**src/shared/tfr_pkg.sv**
```systemverilog
package tfr_pkg;

    // ****************************************
    // Command codes
    // ****************************************
    localparam logic [7:0] CMD_CLEAR_FAULTS = 8'h03;
    localparam logic [7:0] CMD_OT_RESPONSE = 8'h50;
    localparam logic [7:0] CMD_OT_WARN = 8'h51;
    localparam logic [7:0] CMD_UT_WARN = 8'h52;
    localparam logic [7:0] CMD_STATUS_WORD = 8'h79;
    localparam logic [7:0] CMD_STATUS_TEMP = 8'h7d;
    localparam logic [7:0] CMD_STATUS_MFR = 8'h80;

    // ****************************************
    // Reset values
    // ****************************************
    localparam logic [7:0] OT_RESPONSE_RST = 8'h80;
    localparam logic [15:0] OT_WARN_RST = 16'heb70;
    localparam logic [15:0] UT_WARN_RST = 16'hdc40;

    // ****************************************
    // Field positions
    // ****************************************
    localparam int RESP_MODE_HI = 7;
    localparam int RESP_MODE_LO = 6;
    localparam int RESP_RETRY_HI = 5;
    localparam int RESP_RETRY_LO = 3;
    localparam int RESP_DELAY_HI = 2;
    localparam int RESP_DELAY_LO = 0;
    localparam logic [1:0] RESP_MODE_DISABLE = 2'h2;
    localparam logic [2:0] RETRY_NONE = 3'h0;
    localparam int LIN_EXP_HI = 15;
    localparam int LIN_EXP_LO = 11;
    localparam int LIN_MANT_HI = 10;
    localparam int SW_TEMP_BIT = 2;
    localparam int ST_OT_FAULT_BIT = 7;
    localparam int ST_OT_WARN_BIT = 6;
    localparam int ST_UT_WARN_BIT = 5;
    localparam int MFR_OT_BIT = 1;

    // ****************************************
    // Measurement scale and limits
    // ****************************************
    localparam int TEMP_FRAC = 4;
    localparam int OT_WARN_MIN_C = 0;
    localparam int OT_WARN_MAX_C = 175;
    localparam int UT_WARN_MIN_C = -55;
    localparam int UT_WARN_MAX_C = 25;

    // ****************************************
    // Timing
    // ****************************************
    localparam int CLK_HZ = 10000000;
    localparam int RETRY_UNIT_MS = 35;
    localparam int RETRY_UNIT_CYCLES = CLK_HZ / 1000 * RETRY_UNIT_MS;
    localparam int UNIT_CNT_W = 20;

    typedef enum logic [2:0] {
        ST_OFF,
        ST_RUN,
        ST_LATCHED,
        ST_DELAY,
        ST_COOL
    } tfr_state_t;

    // Linear-11 word to signed fixed point with TEMP_FRAC fraction bits
    function automatic logic signed [31:0] lin11_to_fix(input logic [15:0] w);
        logic signed [4:0] n;
        logic signed [31:0] y;
        int sh;
        n = signed'(w[LIN_EXP_HI:LIN_EXP_LO]);
        y = 32'(signed'(w[LIN_MANT_HI:0]));
        sh = int'(n) + TEMP_FRAC;
        if (sh >= 0) begin
            lin11_to_fix = y <<< sh;
        end else begin
            lin11_to_fix = y >>> (-sh);
        end
    endfunction

    function automatic logic in_span(input logic signed [31:0] v, input int lo_c,
                                     input int hi_c);
        in_span = (v >= (lo_c <<< TEMP_FRAC)) && (v <= (hi_c <<< TEMP_FRAC));
    endfunction

endpackage

```
**src/logic/tfr_temp_fault.sv**
```systemverilog
// Behaviour
// RL1 - Response code 10 disables output on over-temperature fault; other codes unused.
// RL2 - Fault pulls alert low and sets a fault bit held until clear-faults.
// RL3 - Retry field 000 keeps output off with no restart until faults cleared.
// RL4 - Retry 001-111 restarts until enable off, bias lost or other fault.
// RL5 - No restart attempt until temperature is below the over-temperature warning.
// RL6 - Restart interval is (delay field + 1) times 35 ms.
// RL7 - Above over-temperature warning sets summary and warning bits and alerts host.
// RL8 - Below under-temperature warning sets summary and warning bits and alerts host.
// RL9 - With under-temperature retry, restart waits for temperature above its warning.
// RL10 - Over-temperature warning writes outside 0 to 175 C are rejected.
// RL11 - Under-temperature warning writes outside -55 to 25 C are rejected.
// RL12 - Thresholds are Linear-11: 5-bit signed exponent, 11-bit signed mantissa.
// RL13 - Host keeps warnings on the safe side of fault limits for retry.
// RL14 - Retry delay counts from fault detection to the restart attempt.
// RL15 - Over-temperature fault also recorded in bit 1 of manufacturer status.
// RL16 - Each measurement is compared with both thresholds in measurement scale.
`timescale 1ns/1ps
module tfr_temp_fault #(
    parameter int RETRY_UNIT_CYCLES = tfr_pkg::RETRY_UNIT_CYCLES
) (
    input wire logic sys_clk,
    input wire logic nrst,
    input wire logic cmd_valid,
    input wire logic cmd_write,
    input wire logic [7:0] cmd_code,
    input wire logic [15:0] cmd_wdata,
    input wire logic temp_valid,
    input wire logic signed [15:0] temp_value,
    input wire logic ot_fault,
    input wire logic ut_retry,
    input wire logic enable_on,
    input wire logic bias_ok,
    input wire logic other_shutdown,
    output logic [15:0] rd_data,
    output logic rd_valid,
    output logic write_rejected,
    output logic alert_line_n,
    output logic output_en,
    output logic restart_pulse,
    output logic [7:0] status_temp
);

    // ****************************************
    // Configuration registers
    // ****************************************
    logic [7:0] resp_reg, resp_next;
    logic [15:0] ot_warn_lim_reg, ot_warn_lim_next;
    logic [15:0] ut_warn_lim_reg, ut_warn_lim_next;
    logic [15:0] rd_data_reg, rd_data_next;
    logic rd_valid_reg, rd_valid_next;
    logic reject_reg, reject_next;
    logic [7:0] stat_reg, stat_next;
    logic mfr_ot_reg, mfr_ot_next;
    logic alert_n_reg, alert_n_next;
    logic below_ot_reg, below_ot_next;
    logic above_ut_reg, above_ut_next;
    logic is_wr, is_rd, clr;
    logic signed [31:0] wr_fix, temp_fix;

    always_comb begin
        is_wr = cmd_valid && cmd_write;
        is_rd = cmd_valid && !cmd_write;
        clr = is_wr && (cmd_code == tfr_pkg::CMD_CLEAR_FAULTS);
        wr_fix = tfr_pkg::lin11_to_fix(cmd_wdata); // RL12
        temp_fix = 32'(temp_value);
        resp_next = resp_reg;
        ot_warn_lim_next = ot_warn_lim_reg;
        ut_warn_lim_next = ut_warn_lim_reg;
        reject_next = 1'b0;
        rd_valid_next = is_rd;
        rd_data_next = rd_data_reg;
        if (is_wr) begin
            unique case (cmd_code)
                tfr_pkg::CMD_OT_RESPONSE: begin
                    resp_next = cmd_wdata[7:0];
                end
                tfr_pkg::CMD_OT_WARN: begin
                    if (tfr_pkg::in_span(wr_fix, tfr_pkg::OT_WARN_MIN_C,
                                         tfr_pkg::OT_WARN_MAX_C)) begin
                        ot_warn_lim_next = cmd_wdata;
                    end else begin
                        reject_next = 1'b1; // RL10
                    end
                end
                tfr_pkg::CMD_UT_WARN: begin
                    if (tfr_pkg::in_span(wr_fix, tfr_pkg::UT_WARN_MIN_C,
                                         tfr_pkg::UT_WARN_MAX_C)) begin
                        ut_warn_lim_next = cmd_wdata;
                    end else begin
                        reject_next = 1'b1; // RL11
                    end
                end
                default: begin
                end
            endcase
        end
        if (is_rd) begin
            unique case (cmd_code)
                tfr_pkg::CMD_OT_RESPONSE: rd_data_next = {8'h00, resp_reg};
                tfr_pkg::CMD_OT_WARN: rd_data_next = ot_warn_lim_reg;
                tfr_pkg::CMD_UT_WARN: rd_data_next = ut_warn_lim_reg;
                tfr_pkg::CMD_STATUS_WORD: begin
                    rd_data_next = '0;
                    rd_data_next[tfr_pkg::SW_TEMP_BIT] = |stat_reg; // RL7 RL8
                end
                tfr_pkg::CMD_STATUS_TEMP: rd_data_next = {8'h00, stat_reg};
                tfr_pkg::CMD_STATUS_MFR: begin
                    rd_data_next = '0;
                    rd_data_next[tfr_pkg::MFR_OT_BIT] = mfr_ot_reg; // RL15
                end
                default: rd_data_next = 16'h0000;
            endcase
        end

        // ****************************************
        // Measurement compare and sticky flags
        // ****************************************
        below_ot_next = below_ot_reg;
        above_ut_next = above_ut_reg;
        stat_next = clr ? 8'h00 : stat_reg; // RL2
        mfr_ot_next = clr ? 1'b0 : mfr_ot_reg;
        if (temp_valid) begin
            below_ot_next = temp_fix < tfr_pkg::lin11_to_fix(ot_warn_lim_reg); // RL16 RL5
            above_ut_next = temp_fix > tfr_pkg::lin11_to_fix(ut_warn_lim_reg); // RL16 RL9
            if (temp_fix > tfr_pkg::lin11_to_fix(ot_warn_lim_reg)) begin
                stat_next[tfr_pkg::ST_OT_WARN_BIT] = 1'b1; // RL7
            end
            if (temp_fix < tfr_pkg::lin11_to_fix(ut_warn_lim_reg)) begin
                stat_next[tfr_pkg::ST_UT_WARN_BIT] = 1'b1; // RL8
            end
        end
        if (ot_fault) begin
            stat_next[tfr_pkg::ST_OT_FAULT_BIT] = 1'b1; // RL2
            mfr_ot_next = 1'b1; // RL15
        end
        alert_n_next = !((|stat_next) || mfr_ot_next); // RL2 RL7 RL8
    end

    always_ff @(posedge sys_clk) begin
        if (!nrst) begin
            resp_reg <= tfr_pkg::OT_RESPONSE_RST;
            ot_warn_lim_reg <= tfr_pkg::OT_WARN_RST;
            ut_warn_lim_reg <= tfr_pkg::UT_WARN_RST;
            rd_data_reg <= '0;
            rd_valid_reg <= 1'b0;
            reject_reg <= 1'b0;
            stat_reg <= '0;
            mfr_ot_reg <= 1'b0;
            alert_n_reg <= 1'b1;
            below_ot_reg <= 1'b1;
            above_ut_reg <= 1'b1;
        end else begin
            resp_reg <= resp_next;
            ot_warn_lim_reg <= ot_warn_lim_next;
            ut_warn_lim_reg <= ut_warn_lim_next;
            rd_data_reg <= rd_data_next;
            rd_valid_reg <= rd_valid_next;
            reject_reg <= reject_next;
            stat_reg <= stat_next;
            mfr_ot_reg <= mfr_ot_next;
            alert_n_reg <= alert_n_next;
            below_ot_reg <= below_ot_next;
            above_ut_reg <= above_ut_next;
        end
    end

    // ****************************************
    // Fault response sequencer
    // ****************************************
    tfr_pkg::tfr_state_t state_reg, state_next;
    logic out_en_reg, out_en_next;
    logic restart_reg, restart_next;
    logic tmr_start_reg, tmr_start_next;
    logic tmr_done;
    logic stop_req, cool, disable_mode;

    always_comb begin
        stop_req = !enable_on || !bias_ok || other_shutdown; // RL4
        cool = below_ot_reg && (!ut_retry || above_ut_reg); // RL5 RL9
        disable_mode = resp_reg[tfr_pkg::RESP_MODE_HI:tfr_pkg::RESP_MODE_LO] ==
                       tfr_pkg::RESP_MODE_DISABLE;
        state_next = state_reg;
        restart_next = 1'b0;
        tmr_start_next = 1'b0;
        unique case (state_reg)
            tfr_pkg::ST_OFF: begin
                if (!stop_req) begin
                    state_next = tfr_pkg::ST_RUN;
                end
            end
            tfr_pkg::ST_RUN: begin
                if (ot_fault && disable_mode) begin // RL1
                    if (resp_reg[tfr_pkg::RESP_RETRY_HI:tfr_pkg::RESP_RETRY_LO] ==
                        tfr_pkg::RETRY_NONE) begin
                        state_next = tfr_pkg::ST_LATCHED; // RL3
                    end else begin
                        state_next = tfr_pkg::ST_DELAY;
                        tmr_start_next = 1'b1; // RL14
                    end
                end else if (stop_req) begin
                    state_next = tfr_pkg::ST_OFF;
                end
            end
            tfr_pkg::ST_LATCHED: begin
                if (clr) begin
                    state_next = tfr_pkg::ST_OFF; // RL3
                end
            end
            tfr_pkg::ST_DELAY: begin
                if (stop_req) begin
                    state_next = tfr_pkg::ST_OFF; // RL4
                end else if (tmr_done) begin
                    state_next = tfr_pkg::ST_COOL; // RL6
                end
            end
            tfr_pkg::ST_COOL: begin
                if (stop_req) begin
                    state_next = tfr_pkg::ST_OFF; // RL4
                end else if (cool) begin
                    state_next = tfr_pkg::ST_RUN; // RL5
                    restart_next = 1'b1;
                end
            end
            default: state_next = tfr_pkg::ST_OFF;
        endcase
        out_en_next = state_next == tfr_pkg::ST_RUN;
    end

    always_ff @(posedge sys_clk) begin
        if (!nrst) begin
            state_reg <= tfr_pkg::ST_OFF;
            out_en_reg <= 1'b0;
            restart_reg <= 1'b0;
            tmr_start_reg <= 1'b0;
        end else begin
            state_reg <= state_next;
            out_en_reg <= out_en_next;
            restart_reg <= restart_next;
            tmr_start_reg <= tmr_start_next;
        end
    end

    tfr_retry_timer #(
        .UNIT_CYCLES(RETRY_UNIT_CYCLES)
    ) u_timer (
        .sys_clk(sys_clk),
        .nrst(nrst),
        .start(tmr_start_reg),
        .delay_code(resp_reg[tfr_pkg::RESP_DELAY_HI:tfr_pkg::RESP_DELAY_LO]), // RL6
        .done(tmr_done)
    );

    // ****************************************
    // Outputs
    // ****************************************
    assign rd_data = rd_data_reg;
    assign rd_valid = rd_valid_reg;
    assign write_rejected = reject_reg;
    assign alert_line_n = alert_n_reg;
    assign output_en = out_en_reg;
    assign restart_pulse = restart_reg;
    assign status_temp = stat_reg;

endmodule

```
**src/logic/tfr_retry_timer.sv**
```systemverilog
`timescale 1ns/1ps
module tfr_retry_timer #(
    parameter int UNIT_CYCLES = tfr_pkg::RETRY_UNIT_CYCLES
) (
    input wire logic sys_clk,
    input wire logic nrst,
    input wire logic start,
    input wire logic [2:0] delay_code,
    output logic done
);

    // ****************************************
    // Delay of (code + 1) units from start
    // ****************************************
    logic [tfr_pkg::UNIT_CNT_W-1:0] cyc_reg, cyc_next;
    logic [2:0] units_reg, units_next;
    logic [2:0] target_reg, target_next;
    logic busy_reg, busy_next;
    logic done_reg, done_next;

    localparam logic [tfr_pkg::UNIT_CNT_W-1:0] LAST_CYC =
        tfr_pkg::UNIT_CNT_W'(UNIT_CYCLES - 1);

    always_comb begin
        cyc_next = cyc_reg;
        units_next = units_reg;
        target_next = target_reg;
        busy_next = busy_reg;
        done_next = 1'b0;
        if (start) begin
            cyc_next = '0;
            units_next = '0;
            target_next = delay_code;
            busy_next = 1'b1;
        end else if (busy_reg) begin
            if (cyc_reg == LAST_CYC) begin
                cyc_next = '0;
                if (units_reg == target_reg) begin
                    busy_next = 1'b0;
                    done_next = 1'b1;
                end else begin
                    units_next = units_reg + 3'h1;
                end
            end else begin
                cyc_next = cyc_reg + 1'b1;
            end
        end
    end

    always_ff @(posedge sys_clk) begin
        if (!nrst) begin
            cyc_reg <= '0;
            units_reg <= '0;
            target_reg <= '0;
            busy_reg <= 1'b0;
            done_reg <= 1'b0;
        end else begin
            cyc_reg <= cyc_next;
            units_reg <= units_next;
            target_reg <= target_next;
            busy_reg <= busy_next;
            done_reg <= done_next;
        end
    end

    assign done = done_reg;

endmodule

```
**config.mk**
```make
export PLATFORM = sky130hd
export DESIGN_NAME = tfr_temp_fault
export DESIGN_NICKNAME = d
export VERILOG_FILES = /design/src/shared/tfr_pkg.sv /design/src/logic/tfr_temp_fault.sv /design/src/logic/tfr_retry_timer.sv
export SDC_FILE = /design/constraint.sdc
export NUM_CORES = 1
export LEC_CHECK = 0
export ABC_CLOCK_PERIOD_IN_PS = 5200
export BUFFER_PORTS_ARGS = -buffer_cell sky130_fd_sc_hd__clkbuf_2
export CORE_MARGIN = 1
export CORE_UTILIZATION = 35
export DETAILED_ROUTE_END_ITERATION = 10
export SYNTH_ARGS = -nofsm -noshare
export SYNTH_HDL_FRONTEND = slang
export SYNTH_SLANG_ARGS = --single-unit
```
**constraint.sdc**
```tcl
create_clock -name sys_clk -period 5.2 [get_ports sys_clk]
set_clock_uncertainty 0.15 [all_clocks]
set_input_delay 0.52 -clock sys_clk [delete_from_list [all_inputs] [get_ports sys_clk]]
set_output_delay 0.52 -clock sys_clk [all_outputs]
set_load 0.02 [all_outputs]
```
* Word-level counts from Yosys, hierarchy flattened *
Cells that the tools add are included.

storage, ports and cells
  bits in registers = 104
  logic and storage cells = 128
  output and inout port bits = 29

operators by class
  shift operators = 6
  reductions and logical operators = 29
  equality and inequality tests = 15
  $add $sub $neg = 8
  magnitude comparators = 11
  bitwise operators = 5
  muxes and demuxes = 34

operators by type and width
  operator                 number
  $mux W32                 5
  $neg A6 Y32              3
  $pmux W16 S6             1
  $sshl A11 B32 Y32        3
  $sshr A11 B32 Y32        3
  $gt A16 B32 Y1           2
  $lt A16 B32 Y1           2
  $eq A8 B7 Y1 const B     5
  $ge A32 B1 Y1 const B    1
  $ge A32 B11 Y1 const B   1
  $le A32 B10 Y1 const B   1
  $le A32 B13 Y1 const B   1
  $mux W3                  8
  $add A20 B1 Y20 const B  1
  $eq A20 B19 Y1 const B   1
  $mux W20                 1
  $add A5 B4 Y6 const B    3
  $ge A6 B1 Y1 const B     3
  $reduce_or A8 Y1         2
  $mux W1                  15
  $pmux W3 S5              1
  $reduce_and A3 Y1        4
  $eq A8 B2 Y1 const B     1
  $eq A8 B8 Y1 const B     1
  other kinds (18)         39

* Logic depth before layout (Yosys ltp) *
Gate-level depths: netlist (run 1).

  word-level depth = 11
  gate-level depth with buffers = 26
  gate-level depth less buffers = 25

* Modules after synthesis *
Synthesis (run 1) repeated with hierarchy kept, for this count alone.

second synthesis, totals
  cells, all modules = 1617
  area, all modules = 12045.3 um^2

modules (own cells, without submodules)
  module           cells an instance  area each (um^2)  instances
  tfr_temp_fault   1458               10642.7           1
  tfr_retry_timer  159                1402.6            1

* Worst setup path after synthesis (run 1) *
Ideal clock, no wire load.

  kind = flip-flop to flip-flop
  start point = register ut_warn_lim_reg[13]
  end point = register above_ut_reg
  required time = 4906 ps
  clock period less this slack = 5155 ps
  slack = 45 ps
  buffers on the path = 1
  arrival time = 4862 ps
  cell stages (with the launch flop) = 27
  path through = dfxtp_1 > clkbuf_1 > nand2_1 > nand2_1 > clkinv_1 > nor2_1 > nand2_1 > ha_1 > or4_1 > nor4_1 > nand4_1 > nor3_1 > mux2i_1 > o21ai_0 > mux2i_1 > nand3_1 > a32oi_1 > ha_1 > nor2b_1 > o21a_1 > o21a_1 > o21ai_0 > a21oi_1 > nor3_1 > o211ai_1 > mux2i_1 > o221ai_1

between the ends
  cells in the longest elaborated chain, start to end = 6

RTL lines
  item                    RTL line               RTL
  start, declared         tfr_temp_fault.sv:49   logic [15:0] ut_warn_lim_reg, ut_warn_lim_next;
  start signal, assigned  tfr_temp_fault.sv:144  ut_warn_lim_reg <= tfr_pkg::UT_WARN_RST;
  start signal, assigned  tfr_temp_fault.sv:156  ut_warn_lim_reg <= ut_warn_lim_next;
  $add A5 B4 Y6 *         tfr_pkg.sv:73          sh = int'(n) + TEMP_FRAC;
  $neg A6 Y32             tfr_pkg.sv:77          lin11_to_fix = y >>> (-sh);
  $sshr A11 B32 Y32       tfr_pkg.sv:77
  $mux W32 *              tfr_pkg.sv:74          if (sh >= 0) begin
  $mux W32 *              tfr_temp_fault.sv:123  if (temp_valid) begin
  $gt A16 B32 Y1 *        tfr_temp_fault.sv:125  above_ut_next = temp_fix > tfr_pkg::lin11_to_fix(ut_warn_lim_reg);
  end signal, assigned    tfr_temp_fault.sv:164  above_ut_reg <= above_ut_next;
  end, declared           tfr_temp_fault.sv:57   logic above_ut_reg, above_ut_next;

Every way passes the cells marked *; elsewhere a longest branch is shown, timed or not. The select of a mux whose other input is x is not followed.
A chain may end at the register's enable or synchronous reset.

* Final worst setup path (run 1) *
  start point = register ut_warn_lim_reg[14]
  end point = register above_ut_reg

The elaborated chain is that of the path after synthesis.

==> key figures, run 1 <==
Status
  – Status: finished, final reports clean

Final layout
  – Area growth syn-to-layout: 13.78%
  – Max reg flops: 20
  – Fraction of layout cells with a size suffix above 1: 18.10%
  – Nets: 1814
  – Fillcell total: around 3.5k
  – Non-filler cells, final: 2122
  – Inserted Diodes: 0

Global routing
  – Initial antenna violation count: 0
  – Vias in the first global route: between 10k and 15k
  – Overflow after GRT: 0
  – First-pass GRT wire length: roughly 63000 µm
  – Total GRT Usage: between 20 and 25%
  – Largest net degree at the start of global routing: 46

Route
  – Vias: 12.55k
  – DRC violations left: 0
  – Vias per inst: roughly 5.9
  – Post-DR wirelength/cell: 18.82 µm
  – First drt pass iteration count: 5
  – Drt first-iter violations: about 1.1k
  – Routed Antenna Nets: 0
  – Total wire length: roughly 40000 µm

Worst setup path
  – Critical path fanouts, max: 4
  – Setup crit start: ut_warn_lim_reg[14]
  – CP Launch Type: flip-flop
  – Worst Path Arrival: 5230 ps
  – Worst Path Required: approximately 5300 ps
  – Worst r2r src: ut_warn_lim_reg[14]
  – Worst setup EP type: flip-flop
  – Crit Path Class: flip-flop to flip-flop
  – R2r setup slk: around 31 ps

Yosys
  – Number of synthesized flops with an enable pin: 0
  – Post-synth cell types: 94
  – Async set-or-reset flop fraction in the synthesized netlist: 0%
  – Synth warnings: 0
  – Flops & latches, synth: between 100 and 150
  – Cells after synthesis: 1601
  – Post-synthesis sequential area ratio: 17.49%
  – Top FF cell, synth: dfxtp_1
  – Avg Cell Area, Syn: around 7.4 µm²
  – Post-Syn Area: between 0.01 and 0.015 mm²
  – Mapped Nets: 1746

CTS
  – Worst-path clk slew: about 80 ps
  – CTS tree: built
  – CTS Buf Count: 9
  – H-tree depth: 3
  – CTS root buffer: clkbuf_16
  – Post-CTS Hold Buffers: 0
  – Worst skew pair latency: 360 ps
  – Clk sinks: between 100 and 150
  – Maximum root-to-sink buffer count: 2

Power
  – PD cells: approximately 140 mW/mm²
  – Design Power: 1.962 mW
  – VDD IR max: approximately 0.2 mV
  – Leakage power: between 5 and 6 nW

STA
  – Final worst setup slack: approximately 30 ps
  – Period minus WS final: 5169 ps
  – Final Cycle Share: 99.41%
  – RSZ-0062 raised after global routing: true
  – Fin. max-slew vios: 0
  – Slew @ Worst Pin: 980.3 ps
  – Final setup violation count: 0
  – F_max: slightly below 200 MHz
  – Hold Fails Final Rpt: 0
  – Fin Hold WS: roughly 300 ps
  – Max transition margin: about a third

Floorplanning
  – Area of the core: 0.03353 mm²
  – Num rows: 67
  – Die width: about 190 µm
  – Initial Utilization: between 30% and 40%
  – Die Area: approximately 0.035 mm²
  – # IOs: 79
  – Die outline height: approximately 190 µm

Hold path
  – Worst hold start: ot_fault
  – Worst hold path class: primary input to flip-flop

Place
  – Input/output buffers: 78
  – Post-DP HPWL: between 30000 and 40000 µm
  – Worst slack at placement: -279.0 ps
  – GPL Wtd Cong: roughly 1
  – Dpl cells: between 2k and 2.5k

Run
  – Max Cap Viol: 0
==> what timing repair did <==
item	CTS	global route
pin swaps	18	19
endpoints found under the setup margin	3	5
cloned	0	0
setup buffers	8	4
resized for setup	21	20
==> where the power goes <==
part	internal (mW)	switching, mW	leakage [nW]
Combinational	0.163	0.267	4.36
Sequential	0.802	0.00725	0.840
Clock	0.357	0.366	0.156
==> critical path: stages, from the launching register on <==
cell and delay [ps]:
dfxtp_2 350, buf_4 150, ha_4 150, xor2_2 160
nand2b_1 190, ha_1 190, or4_1 520, nor4_1 230
nand4_1 200, nor3_2 170, mux2i_1 270, o21ai_1 110
mux2i_1 140, nand3_1 90, a32oi_1 230, ha_1 280
nor2b_4 130, o21a_1 170, o21a_1 180, o21ai_2 120
a21oi_1 80, nor3_1 130, o211ai_1 170, mux2i_2 300
o221ai_1 160
==> worst paths after layout <==
path,endpoint,depth (start not counted)
setup / recovery,above_ut_reg,24
hold / removal,mfr_ot_reg,3
setup reg to reg,above_ut_reg,24
hold reg to reg,below_ot_reg,2
==> stage by stage <==
step | util, % | TNS [ps] | cell area [µm²]
6_report | 40.39 | 0 | 13540
5_1_grt | 40.39 | -775.8 | 13540
4_1_cts | 40.07 | -70.03 | 13440
3_5_place_dp | 38.67 | -708.9 | 12970
3_3_place_gp | 38.67 | -340.9 | 12970
2_1_floorplan | - | 0 | 11900
==> synthesized netlist by cell type (all sizes together), types with 22 or more instances <==
cell / n / share of area (%)
mux2i: 89 / 7.5
a22oi: 31 / 2.0
nor2: 205 / 6.5
nor2b: 30 / 1.6
dfxtp: 104 / 17
nand2: 173 / 5.5
nand4: 31 / 1.6
clkbuf: 88 / 2.8
nand3: 41 / 1.7
a21o: 22 / 1.4
buf: 29 / 1.7
nor3: 43 / 1.9
xor2: 23 / 1.7
ha: 95 / 10
a21oi: 132 / 5.6
a211oi: 25 / 1.6
inv: 28 / 0.88
o21ai: 83 / 3.5
mux2: 36 / 3.6
==> per-layer routing <==
metal	track usage [%]	routed length, µm	vias up	share of wire [%]
met2	34.59	18030	433	45
met3	2.125	2089	74	5.2
li1	-	-	6060	-
met5	0	0	-	0
met4	8.233	1245	0	3.1
met1	31.23	18580	5979	47
==> cells in the final DEF (no fill, tap or decap), types with 40 or more instances in the layout <==
cell type  synthesis  layout
a21oi_1          132     132
buf_4              1      93
clkbuf_2           0      78
dfxtp_1          104     101
ha_1              95      90
mux2i_1           89      87
nand2_1          172     171
nand3_1           41      40
nor2_1           204     201
o21ai_0           81      78
==> cells by family (layout without fill, tap and decap cells) <==
logic type	count (synthesis)	in the layout	share of synthesized area [%]
multiplexers	141	141	14.08
buffers and inverters	149	222	5.519
XOR/XNOR	43	43	3.164
AND/OR/NAND/NOR	636	636	25.57
flip-flops	104	104	17.49
adder cells (fa/ha/maj)	95	95	9.986
AO/OA/AOI/OAI	433	433	24.20
==> layout make-up <==
type                       instances  area, µm²  share of cell area, %
timing repair buffer             174       1131                  8.352
tap                              448      560.5                  4.139
clock buffer                       9      225.2                  1.663
multi-input combinational       1348       9324                  68.85
sequential                       104       2086                  15.40
inverter                          32      120.1                 0.8869
clock inverter                     7      96.34                 0.7114
Power figures use the tool's default switching activity.
==> run 2, diff against run 1 <==
--- a/config.mk
+++ b/config.mk
@@ -8,8 +8,10 @@
 export ABC_CLOCK_PERIOD_IN_PS = 5200
 export BUFFER_PORTS_ARGS = -buffer_cell sky130_fd_sc_hd__clkbuf_2
 export CORE_MARGIN = 1
-export CORE_UTILIZATION = 35
+export CORE_UTILIZATION = 57
 export DETAILED_ROUTE_END_ITERATION = 10
+export PLACE_DENSITY = 0.79
 export SYNTH_ARGS = -nofsm -noshare
 export SYNTH_HDL_FRONTEND = slang
 export SYNTH_SLANG_ARGS = --single-unit
+export TNS_END_PERCENT = 1
==> run 2 against run 1 <==
The run now ends with negative setup slack left. Global-route usage up 11 points. Sequential share of layout area is 0.50 points higher. Die area shrank 38%. Worst hold slack improved by 14 ps. Core utilization up 24 points. Largest cell class unchanged.
==> key figures, run 2 (synthesis gave the netlist of run 1 again) <==
Status
  – Status: finished, violations left (was finished, final reports clean)
  – Failing checks: negative setup slack

Route
  – First drt pass iteration count: 8 (was 5)
  – DRC violations left: 0 (unchanged)
  – Vias: 12.76k (was 12.55k)
  – Routed Antenna Nets: 0 (unchanged)
  – Drt first-iter violations: 1581 (was 1072)
  – Vias per inst: 6.626 (was 5.912)
  – Total wire length: 36680 µm (was 39950 µm)
  – Post-DR wirelength/cell: 19.04 µm (was 18.82 µm)

Power
  – Leakage power: 5.247 nW (was 5.357 nW)
  – Comb pwr share: 22.3% (was 21.9%)
  – Int Pwr: 1.302 mW (was 1.322 mW)
  – Clock network power share: 34.7% (was 36.9%)
  – VDD IR max: 0.2448 mV (was 0.2061 mV)
  – Sw frac: 30.77% (was 32.62%)
  – Net Sw Power: 578.7 µW (was 640.0 µW)
  – PD cells: 143.5 mW/mm² (was 144.9 mW/mm²)
  – Seq pwr share: 43.0% (was 41.2%)

Final layout
  – Nets: 1796 (was 1814)
  – Max reg flops: 20 (unchanged)
  – Area growth syn-to-layout: 10.11% (was 13.78%)
  – Most common cell after layout, fill and taps aside: nor2_1 (unchanged)
  – Commonest cells after routing, fill and taps aside: nor2_1, nand2_1, a21oi_1 (unchanged)
  – Fraction of layout cells with a size suffix above 1: 16.49% (was 18.10%)
  – Inserted Diodes: 0 (unchanged)
  – Non-filler cells, final: 1926 (was 2122)
  – Util after Layout: 64.36% (was 40.39%)

Floorplanning
  – # IOs: 79 (unchanged)
  – Die width: 146.5 µm (was 186.4 µm)
  – Area of the core: 0.02036 mm² (was 0.03353 mm²)
  – Die outline height: 146.5 µm (was 186.4 µm)
  – Num rows: 52 (was 67)
  – Initial Utilization: 58.45% (was 35.50%)
  – Die Area: 0.02146 mm² (was 0.03475 mm²)

STA
  – Final setup violation count: 3 (was 0)
  – Hold Fails Final Rpt: 0 (unchanged)
  – Final worst setup slack: -92.05 ps (was 30.62 ps)
  – RSZ-0062 raised after global routing: true (unchanged)
  – Max transition margin: 30.74% (was 34.51%)
  – Fin. max-slew vios: 0 (unchanged)
  – Slew @ Worst Pin: 1039 ps (was 980.3 ps)
  – Fin Hold WS: 315.4 ps (was 301.4 ps)
  – F_max: 189.0 MHz (was 193.4 MHz)
  – Final Cycle Share: 101.8% (was 99.41%)
  – Period minus WS final: 5292 ps (was 5169 ps)

Worst setup path
  – Worst Path Arrival: 5400 ps (was 5230 ps)
  – Reg2reg path depth: 26 (was 24)
  – CP Launch Type: flip-flop (unchanged)
  – Worst r2r src: ut_warn_lim_reg[14] (unchanged)
  – Crit Path Class: flip-flop to flip-flop (unchanged)
  – Critical path fanouts, max: 3 (was 4)
  – R2r setup slk: -90 ps (was 30 ps)
  – Worst setup EP type: flip-flop (unchanged)
  – Worst Path Required: 5300 ps (was 5260 ps)
  – Setup crit start: ut_warn_lim_reg[14] (unchanged)
  – R2R Path End: status_temp[5] (was above_ut_reg)

CTS
  – CTS root buffer: clkbuf_16 (unchanged)
  – CTS Buf Count: 9 (unchanged)
  – Clk sinks: 104 (unchanged)
  – Worst-path clk slew: 70 ps (was 80 ps)
  – H-tree depth: 3 (unchanged)
  – Worst skew pair latency: 350 ps (was 360 ps)
  – Maximum root-to-sink buffer count: 2 (unchanged)
  – Post-CTS Hold Buffers: 0 (unchanged)
  – CTS tree: built (unchanged)

Place
  – Post-DP HPWL: 27720 µm (was 31110 µm)
  – GPL Wtd Cong: 1.027 (was 1.017)
  – Dpl cells: 1906 (was 2094)
  – Input/output buffers: 78 (unchanged)

Global routing
  – Total GRT Usage: 33.40% (was 22.09%)
  – First-pass GRT wire length: 58810 µm (was 63300 µm)
  – Overflow after GRT: 0 (unchanged)
  – Largest net degree at the start of global routing: 59 (was 46)
  – Initial antenna violation count: 0 (unchanged)
  – Vias in the first global route: 11.55k (was 11.71k)

Run
  – Max Cap Viol: 0 (unchanged)

Hold path
  – Worst hold endpoint: status_temp[7] (was mfr_ot_reg)
  – Worst hold start: ot_fault (unchanged)
  – Worst hold path class: primary input to flip-flop (unchanged)
  – Hold depth: 3 (unchanged)
==> run 2: changes by cell type in the layout (fill, tap and decap cells not counted), sizes merged <==
cell | previous run | this run
buf | 96 | 78
clkbuf | 87 | 88
clkinvlp | 0 | 1
clkinv | 4 | 6
inv | 35 | 31
==> run 2: area by class of cell <==
class | count | area (µm²)
fillers | 1796 | 7258
clock inverters | 6 | 47.55
well taps | 270 | 337.8
repair buffers | 156 | 996.0
inverters | 32 | 120.1
multi-input cells | 1348 | 9281
flip-flops and latches | 104 | 2085
clock buffers | 10 | 239.0
==> run 2: critical path, cell delays in order, from the launching register on <==
cell and delay (ps):
dfxtp_2 340, ha_4 230, nand2b_4 150, nor3_4 200, buf_6 130, nand2_1 70
ha_2 180, or4_4 530, nor4_4 230, nand4_1 180, nor3_2 170, mux2i_1 260
o21ai_1 120, mux2i_1 150, nand3_1 90, a32oi_1 220, ha_1 280, nor2b_1 140
o21a_1 160, o21a_1 160, o21ai_1 110, a21oi_1 70, nor3_1 180, o211ai_1 150
mux2i_2 170, buf_4 160, a22o_1 220
==> run 2: how the worst max path moves through the flow <==
stage                      to  slack [ps]  cells past startpoint
2_1_floorplan    above_ut_reg          40                     26
3_3_place_gp     above_ut_reg        -140                     25
3_5_place_dp     above_ut_reg        -290                     25
4_1_cts        status_temp[5]          -9                     26
5_1_grt        status_temp[5]        -270                     26
6_report       status_temp[5]         -90                     26
==> run 2: timing repair <==
action / 4_1_cts / 5_1_grt
resized for setup: 8 / 19
pin swaps: 7 / 14
setup endpoints to repair: 3 / 5
buffers inserted: 2 / 4
==> run 2: power by group through the flow <==
stage	registers [mW]	logic, mW	clock network (mW)
6_report	0.808	0.419	0.653
3_3_place_gp	0.826	0.394	0
3_5_place_dp	0.826	0.400	0
2_1_floorplan	0.829	0.272	0
4_1_cts	0.808	0.404	0.662
5_1_grt	0.809	0.450	0.699
==> run 2: per-stage QoR <==
stage          setup TNS [ps]  worst slack [ps]  area (µm²)  total power [mW]
2_1_floorplan               0             44.54       11900             1.101
5_1_grt                -813.1            -273.9       13110             1.957
6_report               -226.8            -92.05       13110             1.881
4_1_cts                -8.515            -8.515       13000             1.874
3_5_place_dp           -664.5            -289.8       12670             1.226
3_3_place_gp           -236.4            -141.4       12670             1.220
==> run 2: metal layers <==
| metal | up-vias | GRT usage [%] | part of all wire (%) |
|---|---|---|---|
| met5 | - | 0 | 0 |
| met3 | 129 | 4.438 | 9.5 |
| li1 | 6042 | - | - |
| met1 | 5860 | 46.65 | 43 |
| met2 | 731 | 52.12 | 44 |
| met4 | 0 | 12.55 | 3.5 |
